### src/hw/obcd_pkg.sv
// Purpose: Constants and types for the static configuration byte decoder.
// Assumes: Two 8-bit non-volatile bytes, one clock mclk at 20 MHz.
// Notes:   Bit positions, codes and cycle counts live here; assertions and the bench also use some as literals.
`default_nettype none

package obcd_pkg;

	// Byte selection on the programming port
	localparam logic       SEL_BYTE0       = 1'b0;
	localparam logic       SEL_BYTE1       = 1'b1;

	// Erased cell content of a blank byte
	localparam logic [7:0] ERASED_BYTE     = 8'hFF;

	// Field positions in byte zero
	localparam int         B0_HALT_WDG     = 7;
	localparam int         B0_WDG_TYPE     = 6;
	localparam int         B0_RSVD_HI      = 5;
	localparam int         B0_VD_HI        = 4;
	localparam int         B0_VD_LO        = 3;
	localparam int         B0_RSVD_LO      = 2;
	localparam int         B0_PKG_LOW      = 1;
	localparam int         B0_READOUT_N    = 0;

	// Field positions in byte one
	localparam int         B1_PKG_HIGH     = 7;
	localparam int         B1_RST_DELAY    = 6;
	localparam int         B1_OSC_HI       = 5;
	localparam int         B1_OSC_LO       = 4;
	localparam int         B1_RANGE_HI     = 3;
	localparam int         B1_RANGE_LO     = 1;
	localparam int         B1_DOUBLER_DIS  = 0;

	// Voltage-detect codes
	localparam logic [1:0] VD_OFF          = 2'h3;
	localparam logic [1:0] VD_LOWEST       = 2'h2;
	localparam logic [1:0] VD_MEDIUM       = 2'h1;
	localparam logic [1:0] VD_HIGHEST      = 2'h0;

	// Package codes, high bit first
	localparam logic [1:0] PKG_80PIN       = 2'h3;
	localparam logic [1:0] PKG_64PIN       = 2'h2;

	// Oscillator source codes
	localparam logic [1:0] OSC_RESONATOR   = 2'h0;
	localparam logic [1:0] OSC_RESERVED    = 2'h1;
	localparam logic [1:0] OSC_INTERNAL_RC = 2'h2;
	localparam logic [1:0] OSC_EXTERNAL    = 2'h3;

	// Frequency range codes
	localparam logic [2:0] RANGE_LOW_POWER = 3'h0;
	localparam logic [2:0] RANGE_MED_POWER = 3'h1;
	localparam logic [2:0] RANGE_MED_SPEED = 3'h2;
	localparam logic [2:0] RANGE_HI_SPEED  = 3'h3;

	// Reset phase lengths in CPU cycles
	localparam int          PHASE_W        = 13;
	localparam int          RST_CYC_LONG   = 4096;
	localparam int          RST_CYC_SHORT  = 256;
	localparam logic [12:0] PHASE_LONG     = 13'(RST_CYC_LONG);
	localparam logic [12:0] PHASE_SHORT    = 13'(RST_CYC_SHORT);

	// Pads per I/O port
	localparam int          PADS_PER_PORT  = 8;

	typedef enum logic [1:0] {
		BOOT_LATCH,
		BOOT_WAIT,
		RUN
	} obcd_phase_t;

	typedef enum logic [1:0] {
		ER_IDLE,
		ER_USER,
		ER_OPT
	} obcd_erase_t;

endpackage

`default_nettype wire

### src/hw/obcd_top.sv
// Purpose: Holds and decodes the two static configuration bytes.
// Assumes: Programming port is driven only by an external programmer.
// Notes:   Decoded outputs are captured once per reset and then frozen; halt-exit length and erase protection read the stored bytes.
`default_nettype none

// Notes on behaviour
// - Byte0 bit7 set: entering halt with watchdog active forces a reset.
// - Byte0 bit6 clear: watchdog on by hardware; set: software enables it.
// - Bits 4:3 pick detector threshold; code 11 turns both detectors off.
// - Byte0 bit0 clear enables read-out protection of program memory.
// - Erasing bytes under protection erases whole user memory first.
// - Byte1 bit7 and byte0 bit1 select 80-pin (11) or 64-pin (10).
// - Unbonded pads come out of reset as inputs with pull-up.
// - Byte1 bit6 picks 4096 or 256 cycle reset and halt-exit phase.
// - Byte1 bits 5:4 select resonator, reserved, internal RC or external.
// - Byte1 bits 3:1 select the frequency range or resonator drive.
// - Blank bytes read all ones after erase.
// - Bytes have no CPU address; only programming mode reaches them.
// - Mask variant uses factory-fixed values; user writes are ignored.
// - Byte1 bit0 clear enables the frequency doubler.
module obcd_top #(
	parameter logic        MASK_ROM       = 1'b0,
	parameter logic [7:0]  MASK_BYTE0     = 8'hFF,
	parameter logic [7:0]  MASK_BYTE1     = 8'hFF,
	parameter int          NUM_PORTS      = 8,
	parameter logic [63:0] UNBONDED_64PIN = 64'h0
) (
	input  wire logic        mclk,
	input  wire logic        rst,
	input  wire logic        prog_mode,
	input  wire logic        prog_wr_en,
	input  wire logic        prog_rd_en,
	input  wire logic        prog_erase,
	input  wire logic        prog_sel,
	input  wire logic [7:0]  prog_wdata,
	output logic      [7:0]  prog_rdata,
	output logic             prog_busy,
	output logic             user_mem_erase,
	input  wire logic        user_mem_erase_done,
	input  wire logic        halt_enter,
	input  wire logic        halt_exit_req,
	input  wire logic        wdg_active,
	output logic             halt_watchdog_reset_sel_reset,
	output logic             watchdog_type_sel,
	output logic             wdg_hw_enable,
	output logic [1:0]       voltage_detect_level,
	output logic             low_voltage_detector,
	output logic             aux_voltage_detector,
	output logic             readout_protect_n,
	output logic             flash_read_block,
	output logic             flash_write_block,
	output logic [1:0]       package_sel,
	output logic             pkg_80pin,
	output logic             pkg_64pin,
	output logic [NUM_PORTS*8-1:0] pad_pullup_force,
	output logic             reset_delay_sel,
	output logic             cpu_reset_hold,
	output logic             halt_exit_wait,
	output logic [1:0]       osc_source_sel,
	output logic             osc_resonator,
	output logic             osc_internal_rc,
	output logic             osc_external,
	output logic [2:0]       osc_freq_range,
	output logic             freq_doubler_disable,
	output logic             freq_doubler_en
);

	typedef struct packed {
		obcd_pkg::obcd_phase_t phase;
		obcd_pkg::obcd_erase_t erase;
		logic [7:0]            cfg0;
		logic [7:0]            cfg1;
		logic [7:0]            rdata;
		logic                  halt_rst;
	} obcd_state_t;

	obcd_state_t state_ff;
	obcd_state_t nxt_state;

	// Non-volatile cells: no reset, a system reset must not erase them;
	// a part leaves the factory blank, every cell erased to all ones
	logic [7:0] nv_ff [2] = '{obcd_pkg::ERASED_BYTE,
		obcd_pkg::ERASED_BYTE};
	logic       nv_we0;
	logic       nv_we1;
	logic [7:0] nv_wd0;
	logic [7:0] nv_wd1;
	logic [7:0] src0;
	logic [7:0] src1;
	logic       tmr_start;
	logic       tmr_busy;
	logic       tmr_done;
	logic [12:0] tmr_len;

	// Selects the byte a port read sees; mask parts ignore the cells
	function automatic logic [7:0] pick_byte(input logic sel,
		input logic [7:0] b0, input logic [7:0] b1);
		pick_byte = (sel == obcd_pkg::SEL_BYTE1) ? b1 : b0;
	endfunction

	assign src0 = MASK_ROM ? MASK_BYTE0 : nv_ff[0];
	assign src1 = MASK_ROM ? MASK_BYTE1 : nv_ff[1];

	// Phase length from the stored delay bit
	assign tmr_len = src1[obcd_pkg::B1_RST_DELAY] ? obcd_pkg::PHASE_SHORT
		: obcd_pkg::PHASE_LONG;

	always_comb begin
		nxt_state = state_ff;
		tmr_start = 1'b0;
		nv_we0    = 1'b0;
		nv_we1    = 1'b0;
		nv_wd0    = prog_wdata;
		nv_wd1    = prog_wdata;
		nxt_state.halt_rst = 1'b0;
		// Boot: capture once, then hold for the whole run
		unique case (state_ff.phase)
			obcd_pkg::BOOT_LATCH: begin
				nxt_state.cfg0  = src0;
				nxt_state.cfg1  = src1;
				tmr_start       = 1'b1;
				nxt_state.phase = obcd_pkg::BOOT_WAIT;
			end
			obcd_pkg::BOOT_WAIT: begin
				if (tmr_done) begin
					nxt_state.phase = obcd_pkg::RUN;
				end
			end
			obcd_pkg::RUN: begin
				tmr_start = halt_exit_req;
				nxt_state.halt_rst = halt_enter && wdg_active
					&& state_ff.cfg0[obcd_pkg::B0_HALT_WDG];
			end
		endcase
		// Programming port, dead outside programming mode
		unique case (state_ff.erase)
			obcd_pkg::ER_IDLE: begin
				if (prog_mode && prog_erase && !MASK_ROM) begin
					if (!nv_ff[0][obcd_pkg::B0_READOUT_N]) begin
						nxt_state.erase = obcd_pkg::ER_USER;
					end else begin
						nxt_state.erase = obcd_pkg::ER_OPT;
					end
				end else if (prog_mode && prog_wr_en && !MASK_ROM) begin
					nv_we0 = (prog_sel == obcd_pkg::SEL_BYTE0);
					nv_we1 = (prog_sel == obcd_pkg::SEL_BYTE1);
				end
				if (prog_mode && prog_rd_en) begin
					nxt_state.rdata = pick_byte(prog_sel, src0, src1);
				end
			end
			obcd_pkg::ER_USER: begin
				// User memory must be gone before protection is lifted
				if (user_mem_erase_done) begin
					nxt_state.erase = obcd_pkg::ER_OPT;
				end
			end
			obcd_pkg::ER_OPT: begin
				nv_we0 = 1'b1;
				nv_we1 = 1'b1;
				nv_wd0 = obcd_pkg::ERASED_BYTE;
				nv_wd1 = obcd_pkg::ERASED_BYTE;
				nxt_state.erase = obcd_pkg::ER_IDLE;
			end
			default: begin
				nxt_state.erase = obcd_pkg::ER_IDLE;
			end
		endcase
	end

	always_ff @(posedge mclk or posedge rst) begin
		if (rst) begin
			state_ff <= '{phase: obcd_pkg::BOOT_LATCH,
				erase: obcd_pkg::ER_IDLE, cfg0: obcd_pkg::ERASED_BYTE,
				cfg1: obcd_pkg::ERASED_BYTE, rdata: 8'h00, halt_rst: 1'b0};
		end else begin
			state_ff <= nxt_state;
		end
	end

	// Cell writes, one per byte
	always_ff @(posedge mclk) begin
		if (nv_we0) begin
			nv_ff[0] <= nv_wd0;
		end
		if (nv_we1) begin
			nv_ff[1] <= nv_wd1;
		end
	end

	obcd_phase_timer u_timer (
		.mclk  (mclk),
		.rst   (rst),
		.start (tmr_start),
		.len   (tmr_len),
		.busy  (tmr_busy),
		.done  (tmr_done)
	);

	// Decode of the frozen bytes
	assign prog_rdata           = state_ff.rdata;
	assign prog_busy            = (state_ff.erase != obcd_pkg::ER_IDLE);
	assign user_mem_erase       = (state_ff.erase == obcd_pkg::ER_USER);
	assign halt_watchdog_reset_sel_reset       = state_ff.halt_rst;
	assign watchdog_type_sel    = state_ff.cfg0[obcd_pkg::B0_WDG_TYPE];
	assign wdg_hw_enable        = !watchdog_type_sel;
	assign voltage_detect_level = state_ff.cfg0[obcd_pkg::B0_VD_HI:
		obcd_pkg::B0_VD_LO];
	assign low_voltage_detector =
		(voltage_detect_level != obcd_pkg::VD_OFF);
	assign aux_voltage_detector = low_voltage_detector;
	assign readout_protect_n    = state_ff.cfg0[obcd_pkg::B0_READOUT_N];
	assign flash_read_block     = !readout_protect_n;
	assign flash_write_block    = !readout_protect_n;
	assign package_sel = {state_ff.cfg1[obcd_pkg::B1_PKG_HIGH],
		state_ff.cfg0[obcd_pkg::B0_PKG_LOW]};
	assign pkg_80pin = (package_sel == obcd_pkg::PKG_80PIN);
	assign pkg_64pin = (package_sel == obcd_pkg::PKG_64PIN);
	// Unbonded pads held as pulled-up inputs; unused ports cut current
	assign pad_pullup_force = pkg_64pin ? UNBONDED_64PIN[NUM_PORTS*8-1:0]
		: '0;
	assign reset_delay_sel      = state_ff.cfg1[obcd_pkg::B1_RST_DELAY];
	assign cpu_reset_hold       = (state_ff.phase != obcd_pkg::RUN);
	assign halt_exit_wait       = tmr_busy && !cpu_reset_hold;
	assign osc_source_sel = state_ff.cfg1[obcd_pkg::B1_OSC_HI:
		obcd_pkg::B1_OSC_LO];
	assign osc_resonator   = (osc_source_sel == obcd_pkg::OSC_RESONATOR);
	assign osc_internal_rc = (osc_source_sel == obcd_pkg::OSC_INTERNAL_RC);
	assign osc_external    = (osc_source_sel == obcd_pkg::OSC_EXTERNAL);
	assign osc_freq_range = state_ff.cfg1[obcd_pkg::B1_RANGE_HI:
		obcd_pkg::B1_RANGE_LO];
	assign freq_doubler_disable = state_ff.cfg1[obcd_pkg::B1_DOUBLER_DIS];
	assign freq_doubler_en      = !freq_doubler_disable;

	// Counts hold cycles so the phase length can be checked
	logic [12:0] hold_cnt_ff;
	always_ff @(posedge mclk or posedge rst) begin
		if (rst) begin
			hold_cnt_ff <= 13'h0;
		end else if (cpu_reset_hold) begin
			hold_cnt_ff <= hold_cnt_ff + 13'h1;
		end
	end
endmodule

`default_nettype wire

### src/hw/obcd_phase_timer.sv
// Purpose: Down-counter timing the reset phase and the exit from halt.
// Assumes: start is a one-cycle pulse, ignored while already busy.
// Notes:   busy stands for exactly len-1 cycles after the start cycle.
`default_nettype none

module obcd_phase_timer (
	input  wire logic        mclk,
	input  wire logic        rst,
	input  wire logic        start,
	input  wire logic [12:0] len,
	output logic             busy,
	output logic             done
);

	typedef struct packed {
		logic        busy;
		logic [12:0] cnt;
	} obcd_tmr_t;

	obcd_tmr_t state_ff;
	obcd_tmr_t nxt_state;

	// Load len-1 so start cycle plus busy cycles equal len
	always_comb begin
		nxt_state = state_ff;
		if (state_ff.busy) begin
			nxt_state.cnt = state_ff.cnt - 13'h1;
			if (state_ff.cnt == 13'h1) begin
				nxt_state.busy = 1'b0;
			end
		end else if (start) begin
			nxt_state.busy = 1'b1;
			nxt_state.cnt  = len - 13'h1;
		end
	end

	always_ff @(posedge mclk or posedge rst) begin
		if (rst) begin
			state_ff <= '0;
		end else begin
			state_ff <= nxt_state;
		end
	end

	assign busy = state_ff.busy;
	assign done = state_ff.busy && (state_ff.cnt == 13'h1);

endmodule

`default_nettype wire

### config.mk
export PLATFORM = sky130hd
export DESIGN_NAME = obcd_top
export DESIGN_NICKNAME = d
export VERILOG_FILES = /design/src/hw/obcd_pkg.sv /design/src/hw/obcd_top.sv /design/src/hw/obcd_phase_timer.sv
export SDC_FILE = /design/constraint.sdc
export NUM_CORES = 1
export LEC_CHECK = 0
export ABC_CLOCK_PERIOD_IN_PS = 3500
export BUFFER_PORTS_ARGS = -buffer_cell sky130_fd_sc_hd__buf_4
export CAP_MARGIN = 20
export CORE_MARGIN = 1
export CORE_UTILIZATION = 34
export DETAILED_ROUTE_END_ITERATION = 12
export GPL_TIMING_DRIVEN = 0
export HOLD_SLACK_MARGIN = 0.08
export PLACE_DENSITY_LB_ADDON = 0.08
export SLEW_MARGIN = 30
export SYNTH_ARGS = -nofsm -noshare
export SYNTH_HDL_FRONTEND = slang
export SYNTH_SLANG_ARGS = --single-unit
### constraint.sdc
create_clock -name mclk -period 3.5 [get_ports mclk]
set_input_delay 0 -clock mclk [delete_from_list [all_inputs] [get_ports mclk]]
set_output_delay 0 -clock mclk [all_outputs]
set_load 0.02 [all_outputs]
### Yosys cells after proc, flatten, opt, wreduce, memory -nomap -nowiden

Memory sizes are Yosys's and may differ from the RTL's.
Index checks and enable logic that the tools add are counted.
Widths: inputs -> output; s select.

| storage, ports and cells | value |
|---|---|
| RAM bits | 16 |
| memories | 1 |
| output and inout port bits | 101 |
| register bits | 43 |
| bits of input ports | 19 |
| bits in latches | 0 |
| word-level logic and storage cells | 70 |
| ROM bits | 0 |

Memory list:

| memory | depth | bits a word | rd ports | clocked after Yosys merged registers in | write ports | RTL line | source |
|---|---|---|---|---|---|---|---|
| nv_ff | 2 | 8 | 2 | 0 | 2 | obcd_top.sv:82 | `logic [7:0] nv_ff [2] = '{obcd_pkg::ERASED_BYTE,` |

| cells by class | value |
|---|---|
| muxes and demuxes | 24 |
| magnitude comparators | 0 |
| equal/unequal tests | 14 |
| shifts and indexed selects | 0 |
| divide/modulo/power cells | 0 |
| multiply operators | 0 |
| add/subtract/negate cells | 2 |
| bitwise logic cells | 1 |
| reductions and logical operators | 20 |

Operator list:

| kind | number |
|---|---|
| $mux 14 | 2 |
| $sub 13x1->13 const B | 2 |
| $mux 8 | 2 |
| $eq 13x1->1 const B | 1 |
| $mux 13 | 1 |
| $eq 2x2->1 const B | 6 |
| $mux 1 | 10 |
| $mux 2 | 4 |
| $ne 2x2->1 const B | 4 |
| $pmux 2 s2 | 2 |
| $logic_and 1x1->1 | 7 |
| $logic_not 2->1 | 3 |
| $pmux 1 s2 | 3 |
| $reduce_and 2->1 | 3 |
| $reduce_bool 2->1 | 3 |
| $eq 2x1->1 const B | 2 |
| $logic_not 1->1 | 4 |
| $ne 2x1->1 const B | 1 |
| $not 1->1 | 1 |

### Logic depth before layout (Yosys ltp)

Gate-level depths: netlist (run 1).

| depth | value |
|---|---|
| word-level depth | 6 |
| gate-level depth with buffers | 6 |
| gate-level depth less buffers | 6 |

### By module

From an unflattened synthesis (run 1), not the netlist that was laid out.

| second synthesis, totals | value |
|---|---|
| cells, all modules | 323 |
| area, all modules | 3524.6 um^2 |

Modules (own cells, without submodules):

| module | times used | area each (um^2) | seq. area each (um^2) | cells an instance |
|---|---|---|---|---|
| obcd_top | 1 | 2459.9 | 1173.6 | 204 |
| obcd_phase_timer | 1 | 1064.8 | 350.3 | 119 |

### Least setup slack after synthesis (run 1)

No wires, ideal clock.

| path | value |
|---|---|
| path type | flip-flop to flip-flop |
| from | register u_timer.state_ff[0] in the netlist's numbering |
| to | register u_timer.state_ff[11] in the netlist's numbering |
| buffers on the path | 0 |
| library setup time | 126 ps |
| clock period less this slack | 1646 ps |
| required time | 3374 ps |
| stages on the path, launching flop included | 5 |
| path slack | 1854 ps |
| data arrival time | 1520 ps |
| cells stage by stage | dfrtp_1 or4b_4 nor3_4 a211oi_1 a311o_1 |

| on the way | value |
|---|---|
| longest elaborated chain between the ends | 2 |

RTL lines:

| item | RTL line | source |
|---|---|---|
| start: declaration | obcd_phase_timer.sv:20 | `obcd_tmr_t state_ff;` |
| start signal: assignment | obcd_phase_timer.sv:41 | `state_ff <= nxt_state;` |
| $sub 13x1->13 | obcd_phase_timer.sv:27 | `nxt_state.cnt = state_ff.cnt - 13'h1;` |
| $mux 14 | obcd_phase_timer.sv:26 | `if (state_ff.busy) begin` |

Every way passes these cells.
A chain may end at the register's enable or synchronous reset.

### Final worst setup path (run 1)

| path | value |
|---|---|
| from | register state_ff[25] in the netlist's numbering |
| to | register state_ff, in the netlist prog_rdata[0] |

| on the way | value |
|---|---|
| longest elaborated chain between the ends | 2 |

RTL lines:

| item | RTL line | source |
|---|---|---|
| start: declaration | obcd_top.sv:77 | `obcd_state_t state_ff;` |
| start signal: assignment | obcd_top.sv:173 | `state_ff <= '{phase: obcd_pkg::BOOT_LATCH,` |
| start signal: assignment | obcd_top.sv:177 | `state_ff <= nxt_state;` |
| $logic_not 2->1 | obcd_top.sv:136 | `unique case (state_ff.erase)` |
| $reduce_and 2->1 (no source line) | n/a |  |

Every way passes these cells.

==> impl_metrics.env, run 1 <==
export IMPL_drt_wl_total_mm=6.13
export IMPL_synthTopCellsByArea="dfrtp_1 22%, buf_4 20%, edfxtp_1 15%, dfstp_2 12%, mux2_2 4.3%"
export IMPL_max_freq_mhz=536
export IMPL_dpl_hpwl_mm=4.56
export IMPL_power_frac_seq_pct=43.2
export IMPL_swShare_pct=26.3
export IMPL_yosysSeqAreaShare_pct=49.0
export IMPL_clock_power_share_pct=36.2
export IMPL_maxSlewViolCount=0
export IMPL_critPathMaxFanout=10
export IMPL_cts_root_buffer="clkbuf_8"
export IMPL_first_iter_violations=87
export IMPL_place_ws_ns=1.61
export IMPL_cts_sinks=57
export IMPL_path_class="reg -> reg"
export IMPL_leakagePower_nw=2.12
export IMPL_slowest_stage="nor2_1"
export IMPL_register_area_um2=1520
export IMPL_fp_row_count=34
export IMPL_synth_largest_area_cell="dfrtp_1"
export IMPL_synth_area_per_cell_um2=10.5
export IMPL_power_total_mw=1.78
export IMPL_ys_types=40
export IMPL_comb_power_share_pct=20.5
export IMPL_min_period_ns=1.87
export IMPL_fillerInstances=816
export IMPL_rr_worst_depth=6
export IMPL_port_buffers=54
export IMPL_multi_input_area_um2=1140
export IMPL_slowest_delay_ns=0.45
export IMPL_cp_end_kind="flip-flop"
export IMPL_worst_ep_required_time_ns=3.75
export IMPL_slew_limit_headroom_pct=46.8
export IMPL_route_antenna_remaining_nets=0
export IMPL_clockBufferDepth=2
export IMPL_max_vdd_ir_drop_uv=203
export IMPL_grt_pass1_wl_mm=10.2
export IMPL_nNetsFinal=460
export IMPL_cts_inserted_buffers=9
export IMPL_clkTransAtPathRegs_ns=0.06
export IMPL_hold_class="in -> reg"
export IMPL_yosysWarningCount=0
export IMPL_start_kind="flip-flop"
export IMPL_worst_pin_slew_ns=0.795
export IMPL_synth_top_area_share_pct=21.7
export IMPL_yosys_top_cells_count="83 x buf_4, 31 x nor2_1, 27 x dfrtp_1"
export IMPL_vias=2262
export IMPL_synth_ff_type="dfrtp_1"
export IMPL_final_hold_viol_count=0
export IMPL_ys_seq_elements=57
export IMPL_initial_core_util_pct=35.3
export IMPL_setup_tns_ns=0
export IMPL_h_tree_depth=3
export IMPL_post_cts_buffers=0
export IMPL_grt_pass1_vias=2106
export IMPL_maxCapViolCount=0
export IMPL_num_antenna_cells=0
export IMPL_rsz0062_at_grt="false"
export IMPL_reg2reg_slack_ns=1.63
export IMPL_yosysMostFrequentCell="buf_4"
export IMPL_areaGrowthSynthToFinish_pct=37.0
export IMPL_async_flop_share_pct=71.9
export IMPL_setup_viol=0
export IMPL_grt_max_degree=30
export IMPL_syn_inst=295
export IMPL_dieWidth_um=97.7
export IMPL_post_route_util_pct=48.4
export IMPL_path_common_cell="nor2_1"
export IMPL_internal_power_mw=1.31
export IMPL_io_pins=120
export IMPL_clk_latency_ns=0.33
export IMPL_p_per_area_nw_per_um2=417
export IMPL_finalWorstSetupSlack_ns=1.63
export IMPL_switchingPower_mw=0.467
export IMPL_vias_per_cell=4.10
export IMPL_gp_congestion=0.777
export IMPL_worstPathArrival_ns=2.11
export IMPL_drc_errors=10
export IMPL_violations="design-rule violations"
export IMPL_overflow=0
export IMPL_whs_path_depth=5
export IMPL_dieArea_um2=9540
export IMPL_synth_edf_count=16
export IMPL_track_usage_pct=13.7
export IMPL_cts_repair_resized=0
export IMPL_tritoncts="done"
export IMPL_grt_antenna_before_repair=0
export IMPL_status="finished with violations"
export IMPL_drive_above_1_share_pct=41.9
export IMPL_firstDrtPassIters=9
export IMPL_wl_per_cell_um=11.1
export IMPL_skew_ns=0.00865
export IMPL_path_cells="clkbuf_1 > or2_1 > nor2_1 > buf_2 > nor2_1 > a21oi_1"
export IMPL_finalCritPeriodShare_pct=53.3
export IMPL_fp_dieH_um=97.7
export IMPL_core_area_um2=8810
export IMPL_netlist_area_um2=3110
placed cells by master (no fill, tap or decap), types with 3 or more instances in the layout:
cell type      count
buf_4            137
conb_1            64
nor2_1            31
dfrtp_1           27
edfxtp_1          16
dlygate4sd3_1     15
a21oi_1           14
dfstp_2           14
mux2_2            12
nand2b_1          12
mux2i_1            9
nand2_1            9
inv_1              9
clkbuf_8           9
clkbuf_1           5
nand3_1            5
o21ai_1            5
nor3_1             5
nor2b_1            4
buf_2              3
or3_1              3
a211oi_1           3
a31oi_1            3
timing repair:
action | 4_1_cts | 5_1_grt
setup endpoints to repair | 0 | 0
endpoints found under the hold margin | 46 | 0
hold buffers | 15 | 0
cell type report:
| type | count | share of cell area, % |
|---|---|---|
| well taps | 108 | 3.17 |
| clock inverters | 4 | 1.64 |
| flip-flops and latches | 57 | 35.7 |
| repair buffers | 70 | 13.5 |
| inverters | 10 | 0.880 |
| plain buffers | 88 | 15.1 |
| multi-input cells | 203 | 26.8 |
| clock buffers | 12 | 3.17 |
worst max-delay path, delay by kind of cell, from the launching register on:
kind	cells	cell delay, ns
compound gates	1	0.13
simple gates	3	0.77
flops	1	0.36
buf+inv	2	0.52
flip-flops by register name, indices dropped and copies added (netlist names):
name / cells
freq_doubler_disable: 1
halt_watchdog_reset_sel_reset: 1
nv_ff: 16
osc_freq_range: 3
osc_source_sel: 2
package_sel: 2
prog_rdata: 8
readout_protect_n: 1
reset_delay_sel: 1
state_ff: 5
u_timer.busy: 1
u_timer.state_ff: 13
voltage_detect_level: 2
watchdog_type_sel: 1
metrics by stage:
stage / hold slack, ns / cell area (µm²) / cells
3_3_place_gp: 0.252 / 3890 / 520
4_1_cts: 0.144 / 4260 / 552
3_5_place_dp: -0.0132 / 3910 / 521
2_1_floorplan: 0.132 / 3350 / 358
5_1_grt: 0.179 / 4260 / 552
6_report: 0.153 / 4260 / 552
path summary, 6_finish.rpt:
check | from | end
max | state_ff[25]$_DFFE_PP0P_ | prog_rdata[0]$_DFFE_PP0P_
min | prog_rd_en | prog_rdata[4]$_DFFE_PP0P_
max reg2reg | state_ff[25]$_DFFE_PP0P_ | prog_rdata[0]$_DFFE_PP0P_
min reg2reg | u_timer.state_ff[12]$_DFFE_PP0P_ | u_timer.state_ff[12]$_DFFE_PP0P_
max in group asynchronous | rst | state_ff[24]$_DFFE_PP1P_
min in group asynchronous | rst | u_timer.state_ff[5]$_DFFE_PP0P_
cells by family after synthesis:
logic type | after synthesis | share of synthesized area (%)
other | 1 | 0.121
muxes | 21 | 7.24
and+or+nand+nor | 82 | 14.2
DFF | 57 | 49.0
AOI/OAI and AO/OA | 34 | 6.68
adders and majority gates | 2 | 0.804
buffers and inverters | 98 | 22.0
layer usage:
| layer | vias up | track usage, % | routed length, µm |
|---|---|---|---|
| met5 | - | 0 | 0 |
| met4 | 0 | 5.24 | 24 |
| met3 | 2 | 3.88 | 311 |
| met2 | 74 | 24.1 | 3300 |
| met1 | 1045 | 15.8 | 2490 |
| li1 | 1141 | - | - |
power groups by stage:
stage / clock (mW) / combinational [mW] / sequential [mW]
after floorplan: 0 / 0.260 / 0.771
after global placement: 0 / 0.345 / 0.780
after detailed placement: 0 / 0.352 / 0.780
after CTS: 0.669 / 0.367 / 0.768
after global routing: 0.697 / 0.395 / 0.774
final: 0.644 / 0.365 / 0.768
No activity file was read; power rests on OpenSTA's default activity.
==> run 2: changes to the inputs <==
--- a/config.mk
+++ b/config.mk
@@ -5,7 +5,7 @@
 export SDC_FILE = /design/constraint.sdc
 export NUM_CORES = 1
 export LEC_CHECK = 0
-export ABC_CLOCK_PERIOD_IN_PS = 3500
+export ABC_CLOCK_PERIOD_IN_PS = 1900
 export BUFFER_PORTS_ARGS = -buffer_cell sky130_fd_sc_hd__buf_4
 export CAP_MARGIN = 20
 export CORE_MARGIN = 1
==> constraint.sdc (replaced) <==
create_clock -name mclk -period 1.9 [get_ports mclk]
set_input_delay 0 -clock mclk [delete_from_list [all_inputs] [get_ports mclk]]
set_output_delay 0 -clock mclk [all_outputs]
set_load 0.02 [all_outputs]
==> run 2 against run 1 <==
The run still ends with design-rule violations left. Combinational power increased by 85%. Sequential power increased by 85%. Utilization increased by 0.057 points. Via count increased by 0.13%. Register-to-register slack got worse by 1.5 ns. Die area unchanged. Clock power increased by 85%. First-iteration DRC count unchanged. Clock-buffer cell count unchanged. Clock skew about the same. Critical path type unchanged. Critical endpoint is now u_timer.state_ff[11]$_DFFE_PP0P_.
==> impl_metrics.env, run 2 (synthesis gave the netlist of run 1 again) <==
export IMPL_fillerInstances=817
export IMPL_min_period_ns=1.78
export IMPL_largest_reg_flops=16
export IMPL_hold_class="in -> reg"
export IMPL_maxSlewViolCount=0
export IMPL_cts_inserted_buffers=9
export IMPL_max_vdd_ir_drop_uv=375
export IMPL_gp_congestion=0.777
export IMPL_setup_viol=0
export IMPL_grt_antenna_before_repair=0
export IMPL_leakagePower_nw=2.12
export IMPL_route_antenna_remaining_nets=0
export IMPL_violations="design-rule violations"
export IMPL_finalWorstSetupSlack_ns=0.117
export IMPL_skew_ns=0.00864
export IMPL_cp_end_kind="flip-flop"
export IMPL_regMostFlops="nv_ff"
export IMPL_final_cell_area_um2=4270
export IMPL_p_per_area_nw_per_um2=767
export IMPL_drive_above_1_share_pct=42.3
export IMPL_worst_ep_required_time_ns=2.10
export IMPL_dpl_hpwl_mm=4.56
export IMPL_post_cts_buffers=0
export IMPL_tritoncts="done"
export IMPL_num_antenna_cells=0
export IMPL_final_hold_viol_count=0
export IMPL_clockBufferDepth=2
export IMPL_worstPathArrival_ns=1.98
export IMPL_worst_pin_slew_ns=0.795
export IMPL_status="finished with violations"
export IMPL_reg2reg_slack_ns=0.12
export IMPL_cts_sinks=57
export IMPL_drc_errors=10
export IMPL_whs_path_depth=5
export IMPL_initial_core_util_pct=35.3
export IMPL_place_ws_ns=0.0122
export IMPL_layout_common_cells="137 x buf_4, 64 x conb_1, 29 x nor2_1, 27 x dfrtp_1, 16 x edfxtp_1"
export IMPL_overflow=0
export IMPL_port_buffers=54
export IMPL_path_class="reg -> reg"
export IMPL_critPathMaxFanout=6
export IMPL_grt_pass1_wl_mm=10.2
export IMPL_clk_latency_ns=0.33
export IMPL_rr_worst_depth=4
export IMPL_dieWidth_um=97.7
export IMPL_wl_per_cell_um=11.1
export IMPL_maxCapViolCount=0
export IMPL_slew_limit_headroom_pct=46.8
export IMPL_layout_commonest_cell="buf_4"
export IMPL_h_tree_depth=3
export IMPL_setup_tns_ns=0
export IMPL_cts_root_buffer="clkbuf_8"
export IMPL_drt_wl_total_mm=6.14
export IMPL_fp_dieH_um=97.7
export IMPL_max_freq_mhz=561
export IMPL_clkTransAtPathRegs_ns=0.06
export IMPL_dieArea_um2=9540
export IMPL_vias_per_cell=4.10
export IMPL_grt_pass1_vias=2106
export IMPL_fp_row_count=34
export IMPL_io_pins=120
export IMPL_areaGrowthSynthToFinish_pct=37.2
export IMPL_start_kind="flip-flop"
export IMPL_track_usage_pct=13.7
export IMPL_grt_max_degree=30
export IMPL_nNetsFinal=460
export IMPL_core_area_um2=8810
export IMPL_rsz0062_at_grt="false"
export IMPL_firstDrtPassIters=8
export IMPL_vias=2265
export IMPL_place_area_um2=3910
export IMPL_first_iter_violations=87
export IMPL_finalCritPeriodShare_pct=93.8
run 2: final timing paths:
path / startpoint / end
max in group asynchronous: rst / state_ff[24]$_DFFE_PP1P_
max reg2reg: u_timer.state_ff[0]$_DFFE_PP0P_ / u_timer.state_ff[11]$_DFFE_PP0P_
max: u_timer.state_ff[0]$_DFFE_PP0P_ / u_timer.state_ff[11]$_DFFE_PP0P_
min in group asynchronous: rst / u_timer.state_ff[5]$_DFFE_PP0P_
min reg2reg: u_timer.state_ff[12]$_DFFE_PP0P_ / u_timer.state_ff[12]$_DFFE_PP0P_
min: prog_rd_en / prog_rdata[4]$_DFFE_PP0P_
run 2: critical path: stages (launching register included):
cell      delay, ns
dfrtp_1        0.41
or4b_4         0.59
nor3_4         0.24
a211oi_1       0.12
a311o_1        0.29
run 2: through the flow:
step	power (mW)	util [%]	cells	hold WS (ns)
6_report	3.27	48.5	552	0.111
5_1_grt	3.44	48.5	552	0.118
4_1_cts	3.32	48.4	552	0.144
3_5_place_dp	2.08	44.4	521	-0.0132
3_3_place_gp	2.07	44.2	520	0.252
2_1_floorplan	1.90	-	358	0.132
run 2: cell type report:
type / instances / area (µm²) / share of cell area [%]
plain buffers: 88 / 646 / 15.1
clock buffers: 12 / 135 / 3.17
clock inverters: 4 / 70.1 / 1.64
inverters: 10 / 37.5 / 0.879
multi-input cells: 203 / 1150 / 26.8
flip-flops and latches: 57 / 1520 / 35.7
well taps: 108 / 135 / 3.17
repair buffers: 70 / 576 / 13.5
run 2: timing repair:
action / 4_1_cts / 5_1_grt
hold buffers: 15 / 0
endpoints found under the setup margin: 0 / 12
gates resized for setup: 0 / 2
hold endpoints to repair: 46 / 0
run 2: power by group:
| group | internal, mW | total, mW | switching, mW |
|---|---|---|---|
| clock | 0.735 | 1.19 | 0.450 |
| sequential | 1.36 | 1.42 | 0.0518 |
| combinational | 0.316 | 0.674 | 0.358 |
run 2: metal layers:
layer	vias up	track usage, %	wire, µm
met5	-	0	0
met2	73	24.1	3310
met1	1048	15.8	2480
li1	1142	-	-
met3	2	3.88	326
met4	0	5.24	24
